## src/fbsc_map.vh

```
// Constants for the flyback startup and sensing controller.
// Assumes a 50 MHz core clock; included by bare name.
`ifndef FBSC_MAP_VH
`define FBSC_MAP_VH
`define FBSC_CLK_MHZ 50
`define FBSC_LEB_NS 480
`define FBSC_LEB_CYC ((`FBSC_LEB_NS * `FBSC_CLK_MHZ + 999) / 1000)
`define FBSC_PROBE_LEBS 8
`define FBSC_SS_FREQ_KHZ 20
`define FBSC_SS_PERIOD_CYC (`FBSC_CLK_MHZ * 1000 / `FBSC_SS_FREQ_KHZ)
`define FBSC_STEP_US 500
`define FBSC_STEP_CYC (`FBSC_STEP_US * `FBSC_CLK_MHZ)
`define FBSC_PRESET_HALF_NS 9823000
`define FBSC_PRESET_HALF_CYC (`FBSC_PRESET_HALF_NS / 1000 * `FBSC_CLK_MHZ)
`define FBSC_TIMEOUT_MULT 967
`define FBSC_RING_EVERY 7
`define FBSC_SAMPLE_DIV_SHIFT 6
`define FBSC_DIODE_MV 700
`define FBSC_RESTART_CYC 50000
`define FBSC_GATE_MA_MIN 8'h1E
`define FBSC_GATE_MA_MAX 8'hB4
`endif

```

## src/fbsc_timer.v

```verilog
// Down-counting one-shot timer with load and expiry pulse.
// Assumes one synchronous clock with a common enable.
`timescale 1ns/10ps
module fbsc_timer (
   input wire core_clk,
   input wire sys_rst,
   input wire clkEn,
   input wire load,
   input wire [31:0] loadValue,
   output reg running,
   output reg expired
);
   reg [31:0] count_r;
   always @(posedge core_clk) begin
      if (sys_rst) begin
         count_r <= 32'h0;
         running <= 1'b0;
         expired <= 1'b0;
      end else if (clkEn) begin
         expired <= 1'b0;
         if (load) begin
            count_r <= loadValue;
            running <= 1'b1;
         end else if (running) begin
            if (count_r <= 32'h1) begin
               running <= 1'b0;
               expired <= 1'b1;
            end
            count_r <= count_r - 32'h1;
         end
      end
   end
endmodule

```

## src/fbsc_half_period.v

```verilog
// Measures the rectified line half-period from line-sense zero edges.
// Assumes lineZero is a clean synchronous level from the line comparator.
`timescale 1ns/10ps
`include "fbsc_map.vh"
module fbsc_half_period (
   input wire core_clk,
   input wire sys_rst,
   input wire clkEn,
   input wire lineZero,
   input wire allowSync,
   output reg [31:0] halfPeriod,
   output reg locked,
   output reg halfTick
);
   reg [31:0] count_r;
   reg [31:0] phase_r;
   reg zeroDly_r;
   wire zeroEdge = lineZero & ~zeroDly_r;
   always @(posedge core_clk) begin
      if (sys_rst) begin
         count_r <= 32'h0;
         phase_r <= 32'h0;
         zeroDly_r <= 1'b0;
         halfPeriod <= `FBSC_PRESET_HALF_CYC;
         locked <= 1'b0;
         halfTick <= 1'b0;
      end else if (clkEn) begin
         zeroDly_r <= lineZero;
         count_r <= count_r + 32'h1;
         halfTick <= 1'b0;
         // Lost lock falls back to the preset period.
         if (!allowSync || count_r > 2 * `FBSC_PRESET_HALF_CYC) begin
            locked <= 1'b0;
            halfPeriod <= `FBSC_PRESET_HALF_CYC;
         end
         if (allowSync && zeroEdge) begin
            count_r <= 32'h0;
            halfPeriod <= count_r;
            locked <= 1'b1;
         end
         if (phase_r + 32'h1 >= halfPeriod) begin
            phase_r <= 32'h0;
            halfTick <= 1'b1;
         end else begin
            phase_r <= phase_r + 32'h1;
         end
      end
   end
endmodule

```

## src/fbsc_flyback_ctrl.v

```verilog
// Startup sequencer, gate pulse timing and output voltage estimation.
// Assumes all pins and configuration inputs are synchronous to core_clk.
`timescale 1ns/10ps
`include "fbsc_map.vh"
module fbsc_flyback_ctrl (
   input wire core_clk,
   input wire sys_rst,
   input wire clkEn,
   input wire inputVoltageOk,
   input wire chipTempOk,
   input wire protectionFault,
   input wire csAboveLimit,
   input wire auxSensePin,
   input wire [11:0] senseVoltageMv,
   input wire lineSensePin,
   input wire burstMode,
   input wire firstValleyMode,
   input wire discontinuousMode,
   input wire [11:0] chargingCurrentLimit,
   input wire [11:0] prestartCurrentLimit,
   input wire [3:0] softStartSteps,
   input wire [15:0] supplyCapSetting,
   input wire [31:0] maxOnTimeCyc,
   input wire [15:0] chargingSetpointMv,
   input wire [15:0] startupUvLevelMv,
   input wire [7:0] dividerRatioQ4,
   input wire [7:0] turnsRatioQ4,
   input wire [7:0] crossingDelayTrim,
   input wire [7:0] gateSourceCurrentMa,
   output reg gateDriveOut,
   output reg [11:0] currentLimit,
   output reg [7:0] gateSourceCurrent,
   output reg [15:0] outputVoltageMv,
   output reg [2:0] startupState,
   output reg startupUvFault,
   output reg regulatedMode,
   output reg lineLocked
);
   localparam [2:0] ST_PROBE = 3'h0;
   localparam [2:0] ST_WAIT = 3'h1;
   localparam [2:0] ST_SOFT = 3'h2;
   localparam [2:0] ST_CHARGE = 3'h3;
   localparam [2:0] ST_REG = 3'h4;

   // Clamps a configured value between two bounds.
   function [7:0] clampMa;
      input [7:0] v;
      begin
         if (v < `FBSC_GATE_MA_MIN)
            clampMa = `FBSC_GATE_MA_MIN;
         else if (v > `FBSC_GATE_MA_MAX)
            clampMa = `FBSC_GATE_MA_MAX;
         else
            clampMa = v;
      end
   endfunction

   reg [2:0] state_r;
   reg [2:0] state_nxt;
   reg [3:0] step_r;
   reg [11:0] stepSize_r;
   reg [31:0] onCnt_r;
   reg [31:0] swCnt_r;
   reg [31:0] ringPeriod_r;
   reg [31:0] ringCnt_r;
   reg ringMeasure_r;
   reg [2:0] halfCnt_r;
   reg [31:0] sampleCnt_r;
   reg sampleDue_r;
   reg auxDly_r;
   reg [11:0] heldMv_r;
   reg probeDone_r;
   reg restartLoad;
   reg stepLoad;
   reg timeoutLoad;
   wire restartDone;
   wire stepDone;
   wire timeoutDone;
   wire timeoutRun;
   wire [31:0] halfPeriod;
   wire locked;
   wire halfTick;
   wire auxFall = auxDly_r & ~auxSensePin;
   wire blanked = onCnt_r < `FBSC_LEB_CYC;
   wire csTrip = csAboveLimit & ~blanked;
   wire [31:0] estRaw = senseVoltageMv * dividerRatioQ4 * turnsRatioQ4;
   wire [31:0] estShift = estRaw >> 8;
   wire [15:0] estMv = (estShift > `FBSC_DIODE_MV) ?
      estShift[15:0] - 16'd`FBSC_DIODE_MV : 16'h0;

   fbsc_timer restartTimer (
      .core_clk(core_clk), .sys_rst(sys_rst), .clkEn(clkEn),
      .load(restartLoad), .loadValue(`FBSC_RESTART_CYC),
      .running(), .expired(restartDone)
   );
   fbsc_timer stepTimer (
      .core_clk(core_clk), .sys_rst(sys_rst), .clkEn(clkEn),
      .load(stepLoad), .loadValue(`FBSC_STEP_CYC),
      .running(), .expired(stepDone)
   );
   // Timeout counted in cycles from the capacitance setting.
   fbsc_timer timeoutTimer (
      .core_clk(core_clk), .sys_rst(sys_rst), .clkEn(clkEn),
      .load(timeoutLoad),
      .loadValue(supplyCapSetting * `FBSC_TIMEOUT_MULT),
      .running(timeoutRun), .expired(timeoutDone)
   );
   fbsc_half_period halfGen (
      .core_clk(core_clk), .sys_rst(sys_rst), .clkEn(clkEn),
      .lineZero(lineSensePin),
      .allowSync(~burstMode & (firstValleyMode | discontinuousMode) & (state_r == ST_REG)),
      .halfPeriod(halfPeriod), .locked(locked), .halfTick(halfTick)
   );

   ////////////////////////////////////////////////////////////////////////
   // Startup sequencer.
   always @* begin
      state_nxt = state_r;
      restartLoad = 1'b0;
      stepLoad = 1'b0;
      timeoutLoad = 1'b0;
      case (state_r)
         ST_PROBE: begin
            if (probeDone_r) begin
               if (inputVoltageOk && chipTempOk && !protectionFault) begin
                  state_nxt = ST_SOFT;
                  stepLoad = 1'b1;
                  timeoutLoad = 1'b1;
               end else begin
                  state_nxt = ST_WAIT;
                  restartLoad = 1'b1;
               end
            end
         end
         ST_WAIT: begin
            if (restartDone)
               state_nxt = ST_PROBE;
         end
         ST_SOFT: begin
            if (protectionFault) begin
               state_nxt = ST_WAIT;
               restartLoad = 1'b1;
            end else if (stepDone) begin
               if (step_r >= softStartSteps)
                  state_nxt = ST_CHARGE;
               else
                  stepLoad = 1'b1;
            end
         end
         ST_CHARGE: begin
            if (protectionFault) begin
               state_nxt = ST_WAIT;
               restartLoad = 1'b1;
            end else if (timeoutRun && outputVoltageMv >= chargingSetpointMv) begin
               state_nxt = ST_REG;
            end else if (timeoutDone || !timeoutRun) begin
               if (outputVoltageMv >= startupUvLevelMv) begin
                  state_nxt = ST_REG;
               end else begin
                  state_nxt = ST_WAIT;
                  restartLoad = 1'b1;
               end
            end
         end
         ST_REG: begin
            if (protectionFault) begin
               state_nxt = ST_WAIT;
               restartLoad = 1'b1;
            end
         end
         default: state_nxt = ST_PROBE;
      endcase
   end

   ////////////////////////////////////////////////////////////////////////
   // Gate pulses, current limit and sampling.
   always @(posedge core_clk) begin
      if (sys_rst) begin
         state_r <= ST_PROBE;
         step_r <= 4'h0;
         stepSize_r <= 12'h0;
         onCnt_r <= 32'h0;
         swCnt_r <= 32'h0;
         ringPeriod_r <= 32'h0;
         ringCnt_r <= 32'h0;
         ringMeasure_r <= 1'b1;
         halfCnt_r <= 3'h0;
         sampleCnt_r <= 32'h0;
         sampleDue_r <= 1'b0;
         auxDly_r <= 1'b0;
         heldMv_r <= 12'h0;
         probeDone_r <= 1'b0;
         gateDriveOut <= 1'b0;
         currentLimit <= 12'h0;
         gateSourceCurrent <= `FBSC_GATE_MA_MIN;
         outputVoltageMv <= 16'h0;
         startupState <= ST_PROBE;
         startupUvFault <= 1'b0;
         regulatedMode <= 1'b0;
         lineLocked <= 1'b0;
      end else if (clkEn) begin
         state_r <= state_nxt;
         startupState <= state_nxt;
         regulatedMode <= (state_nxt == ST_REG);
         lineLocked <= locked;
         auxDly_r <= auxSensePin;
         gateSourceCurrent <= clampMa(gateSourceCurrentMa);
         startupUvFault <= (state_r == ST_CHARGE) && (state_nxt == ST_WAIT) &&
            !protectionFault;
         stepSize_r <= chargingCurrentLimit / ({8'h0, softStartSteps} + 12'h1);
         if (state_r != ST_PROBE)
            probeDone_r <= 1'b0;
         swCnt_r <= swCnt_r + 32'h1;
         if (gateDriveOut)
            onCnt_r <= onCnt_r + 32'h1;
         case (state_r)
            ST_PROBE: begin
               currentLimit <= prestartCurrentLimit;
               step_r <= 4'h0;
               ringMeasure_r <= 1'b1;
               if (!gateDriveOut && !probeDone_r && onCnt_r == 32'h0) begin
                  gateDriveOut <= 1'b1;
               end else if (gateDriveOut &&
                  (csTrip || onCnt_r + 32'h1 >= `FBSC_PROBE_LEBS * `FBSC_LEB_CYC)) begin
                  gateDriveOut <= 1'b0;
                  probeDone_r <= 1'b1;
               end
            end
            ST_SOFT: begin
               currentLimit <= stepSize_r * ({8'h0, step_r} + 12'h1);
               if (stepDone)
                  step_r <= step_r + 4'h1;
               if (swCnt_r + 32'h1 >= `FBSC_SS_PERIOD_CYC) begin
                  swCnt_r <= 32'h0;
                  gateDriveOut <= 1'b1;
                  onCnt_r <= 32'h0;
               end else if (gateDriveOut && csTrip) begin
                  gateDriveOut <= 1'b0;
               end
            end
            ST_CHARGE, ST_REG: begin
               currentLimit <= chargingCurrentLimit;
               // First-valley restart on the aux falling crossing.
               if (!gateDriveOut && auxFall) begin
                  gateDriveOut <= 1'b1;
                  onCnt_r <= 32'h0;
               end else if (gateDriveOut && (csTrip || onCnt_r >= maxOnTimeCyc)) begin
                  gateDriveOut <= 1'b0;
               end
            end
            default: begin
               gateDriveOut <= 1'b0;
               onCnt_r <= 32'h0;
            end
         endcase
         // Ringing period from gate off to first aux crossing.
         if (gateDriveOut)
            ringCnt_r <= 32'h0;
         else
            ringCnt_r <= ringCnt_r + 32'h1;
         if (ringMeasure_r && !gateDriveOut && auxFall) begin
            ringPeriod_r <= ringCnt_r;
            ringMeasure_r <= (state_r == ST_PROBE);
         end
         if (halfTick && state_r == ST_REG) begin
            if (halfCnt_r + 3'h1 >= `FBSC_RING_EVERY) begin
               halfCnt_r <= 3'h0;
               ringMeasure_r <= 1'b1;
            end else begin
               halfCnt_r <= halfCnt_r + 3'h1;
            end
         end
         // Quarter ring before crossing, shifted by trim.
         if (sampleDue_r && !gateDriveOut && !burstMode &&
            ringCnt_r + (ringPeriod_r >> 2) + {24'h0, crossingDelayTrim} ==
            ringPeriod_r) begin
            heldMv_r <= senseVoltageMv;
            outputVoltageMv <= estMv;
            sampleDue_r <= 1'b0;
         end
         // Sample spacing of a sixty-fourth half-period; a new request wins over the clear.
         if (sampleCnt_r >= (halfPeriod >> `FBSC_SAMPLE_DIV_SHIFT)) begin
            sampleCnt_r <= 32'h0;
            sampleDue_r <= 1'b1;
         end else begin
            sampleCnt_r <= sampleCnt_r + 32'h1;
         end
         if (burstMode) begin
            outputVoltageMv <= 16'h0;
            sampleDue_r <= 1'b0;
         end
      end
   end
endmodule

```

## config.mk

```make
export PLATFORM = sky130hd
export DESIGN_NAME = fbsc_flyback_ctrl
export DESIGN_NICKNAME = d
export VERILOG_FILES = /design/src/fbsc_timer.v /design/src/fbsc_half_period.v /design/src/fbsc_flyback_ctrl.v
export VERILOG_INCLUDE_DIRS = /design/src
export SDC_FILE = /design/constraint.sdc
export NUM_CORES = 2
export LEC_CHECK = 0
export BUFFER_PORTS_ARGS = -buffer_cell sky130_fd_sc_hd__buf_2
export CELL_PAD_IN_SITES_DETAIL_PLACEMENT = 0
export CELL_PAD_IN_SITES_GLOBAL_PLACEMENT = 2
export CORE_ASPECT_RATIO = 0.5
export CORE_MARGIN = 5
export CORE_UTILIZATION = 39
export CTS_BUF_LIST = sky130_fd_sc_hd__clkbuf_4
export DETAILED_ROUTE_END_ITERATION = 16
export GPL_TIMING_DRIVEN = 0
export PLACE_DENSITY_LB_ADDON = 0.1
export SLEW_MARGIN = 20
export SYNTH_ARGS = -nofsm -noshare
export SYNTH_HDL_FRONTEND = slang
export SYNTH_SLANG_ARGS = --single-unit
```

## constraint.sdc

```tcl
create_clock -name core_clk -period 28.1 [get_ports core_clk]
set_input_delay 5.62 -clock core_clk [delete_from_list [all_inputs] [get_ports core_clk]]
set_output_delay 5.62 -clock core_clk [all_outputs]
set_load 0.005 [all_outputs]
```

==> qor.txt <==
Area contributors post-synth = dfxtp_1 21%, ha_1 13%, fa_1 13%
PnR worst setup slack = 2.06 ns
ANT nets after route = 0
Post-Synth Adder-Cell Area = 26.4%
vias in the first global route = 35,300
worst flop-to-flop path startpoint = ringCnt_r[0]$_SDFFE_PP0P_
mux cell area share after synthesis = 0.917%
Port Buffers = 198
Synth Area in XOR/XNOR = 7.29%
TNS Setup = 0 ns
flops & latches, synth = 427
Mapped Area = 0.0403 mm²
number of top-level pins = 207
RePlAce Congestion = 0.858
Simple-Gate Fraction of Synth Area = 22.2%
die area = 0.110 mm²
Post-Synthesis Cells = 4,977
cts bufs inserted = 113
max incr delay on CP = 0.57 ns
CTS Hold Bufs = 0
Critical Path Fanout Max = 16
Setup crit start = softStartSteps[0]
initial DRC count = 1,821
Clock Skews = 0.0785 ns
worst-skew pair later-pin latency = 1.01 ns
share of layout cells above drive strength 1 = 8.08%
clk slew on worst S/H paths = 0.06 ns
die width = 464 µm
Die H = 237 µm
Top Family by Delay on Critical Path = compound AO/OA/AOI/OAI gates
critical path arrival = 26.84 ns
via count = 35,834
ys async rst share = 0%
H-tree levels = 3
worst hold start = restartTimer.running$_SDFFE_PP0P_
DR pass1 iterations = 6
Net Count, Synth = 5,835
final hold violation count = 0
row count = 83
core area = 0.103 mm²
largest family of logic cells by synthesized area = adder cells
Starting Density = 39.3%
Max clock buf depth = 3
post-synth top area share = 21.2%
Setup CP Type = in2reg
largest net degree at the start of global routing = 17
Distinct cells, synth = 86
Critical Path End Type = flop
Root Driver = clkbuf_4
Worst Path Required = 28.91 ns
TritonCTS clock tree = yes
via/cell ratio = 5.32
first-pass GRT wire length = 198,000 µm
all-layer global routing usage = 22.2%
Most used DFF post-synth = dfxtp_1
initial antenna violation count = 10
post-DP HPWL = 98,000 µm
warnings from Yosys = 0
Residual DRC = 0
Max-Cap Viols = 0
total global routing overflow = 0
CP Launch Type = primary input
cell taking the most area after synthesis = dfxtp_1
period utilization = 92.7%
fin crit period = 26.04 ns
Synth top cells by count = 495 x nand2_1, 444 x nor2_1, 433 x ha_1
total wire length = 124,000 µm
crit path buf inv count = 5
top-count cell post-synth = nand2_1
maximum clock rate = 0.0384 GHz
number of flops mapped to enable cells by yosys = 0
pre-CTS setup slack = 0.789 ns
Final Slew Violations = 0
Avg Cell Area, Syn = 8.09 µm²
Slew @ Worst Pin = 1.19 ns
routed len/inst = 18.5 µm
post-synthesis compound-gate area fraction = 16.0%
relative slew slack = 20.5%
Setup-failing EPs final = 0
# fillers = 10,511
type of the worst min-delay path = reg2reg
Layout area overhead = 10.3%
clock sinks = 427
post-synthesis sequential area ratio = 21.2%
CP max-delay cell = or4_4
status = completed
RSZ-0062 raised after global routing = no
nets@finish = 6,148
Top cell by count, worst path = o21a_1
worst paths after layout:
path	endpoint	slack, ns	depth (start not counted)
worst min register to register	restartTimer.running$_SDFFE_PP0P_	0.46	2
worst min-delay path	restartTimer.running$_SDFFE_PP0P_	0.46	2
worst max register to register	outputVoltageMv[13]$_SDFFE_PP0P_	20.78	25
worst max-delay path	stepSize_r[0]$_SDFFE_PP0P_	2.06	90
stage by stage:
step                      instance area [µm²]  hold WS, ns  util (%)  std cells
final                                   44400        0.459      43.3       6731
after global routing                    44400        0.486      43.3       6730
after CTS                               44400        0.458      43.3       6722
after detailed placement                43000        0.449      41.9       6535
after global placement                  43000        0.443      41.9       6535
after floorplan                         40300        0.436         -       4977
cell usage in the layout (no fill, tap or decap), types with 58 or more instances in the layout:
master / instances
o21ai_0: 210
nor2_1: 444
or3_1: 58
nand2_1: 495
and3_1: 86
a21oi_1: 360
dfxtp_1: 427
xnor2_1: 185
clkbuf_1: 181
xor2_1: 148
buf_2: 203
clkbuf_4: 160
inv_1: 428
nor3_1: 132
nand2b_1: 59
a21o_1: 87
fa_1: 261
and2_1: 161
ha_1: 433
nand3_1: 103
worst register-to-register path, cell delays in order (launching register included):
cell       delay (ns)
dfxtp_1          0.51
inv_1            0.10
fa_1             0.36
inv_1            0.06
ha_1             0.16
inv_1            0.06
fa_1             0.39
xor2_1           0.17
xnor2_1          0.16
a31oi_1          0.30
o211ai_1         0.26
nor3b_1          0.43
nand4_1          0.19
a21oi_1          0.20
o2111ai_1        0.17
a2111oi_0        0.50
nand4_1          0.16
or4b_1           0.49
nor4_1           0.43
nand4_1          0.16
or4_1            0.45
clkbuf_1         0.37
and2_1           0.31
clkbuf_1         0.20
clkbuf_1         0.28
a22o_1           0.29
sequential cells by signal, indices dropped and copies added, names as in the netlist, 12 cells and up:
| name | count |
|---|---|
| halfGen.count_r | 32 |
| halfGen.halfPeriod | 32 |
| halfGen.phase_r | 32 |
| onCnt_r | 32 |
| restartTimer.count_r | 32 |
| ringCnt_r | 32 |
| ringPeriod_r | 32 |
| sampleCnt_r | 32 |
| stepTimer.count_r | 32 |
| swCnt_r | 32 |
| timeoutTimer.count_r | 32 |
| outputVoltageMv | 16 |
| currentLimit | 12 |
| stepSize_r | 12 |
layer usage:
| metal | part of all wire, % | GRT usage [%] | up-vias | wire (µm) |
|---|---|---|---|---|
| li1 | - | - | 17831 | - |
| met1 | 47 | 30.1 | 17127 | 58700 |
| met2 | 46 | 37.4 | 718 | 57700 |
| met3 | 4.7 | 3.78 | 158 | 5790 |
| met4 | 1.8 | 4.30 | 0 | 2220 |
| met5 | 0 | 0 | - | 0 |
cell families after synthesis:
family                     after synthesis
xor gates and xnor gates               335
buffers and inverters                  630
muxes                                   35
adders and majority gates              694
AOI/OAI and AO/OA                     1035
and+or+nand+nor                       1821
DFF                                    427
what timing repair did:
item | CTS | global route
gates resized for setup | 0 | 1
buffers inserted | 0 | 0
endpoints found under the setup margin | 0 | 1
final cells by class:
cell class                      count  area (µm²)  share of cell area (%)
Buffer                            200         769                    1.73
Inverter                          430        1610                    3.64
Clock buffer                      160        1200                    2.71
Clock inverter                     27         173                   0.389
Tap cell                         1360        1700                    3.83
Antenna cell                        9        22.5                  0.0507
Sequential cell                   427        8550                    19.3
Multi-Input combinational cell   3920       29400                    66.2
Timing Repair Buffer              198         991                    2.23
Power is not shown: default switching activity piles up to over one toggle a cycle in this logic, so the estimate is an artifact.
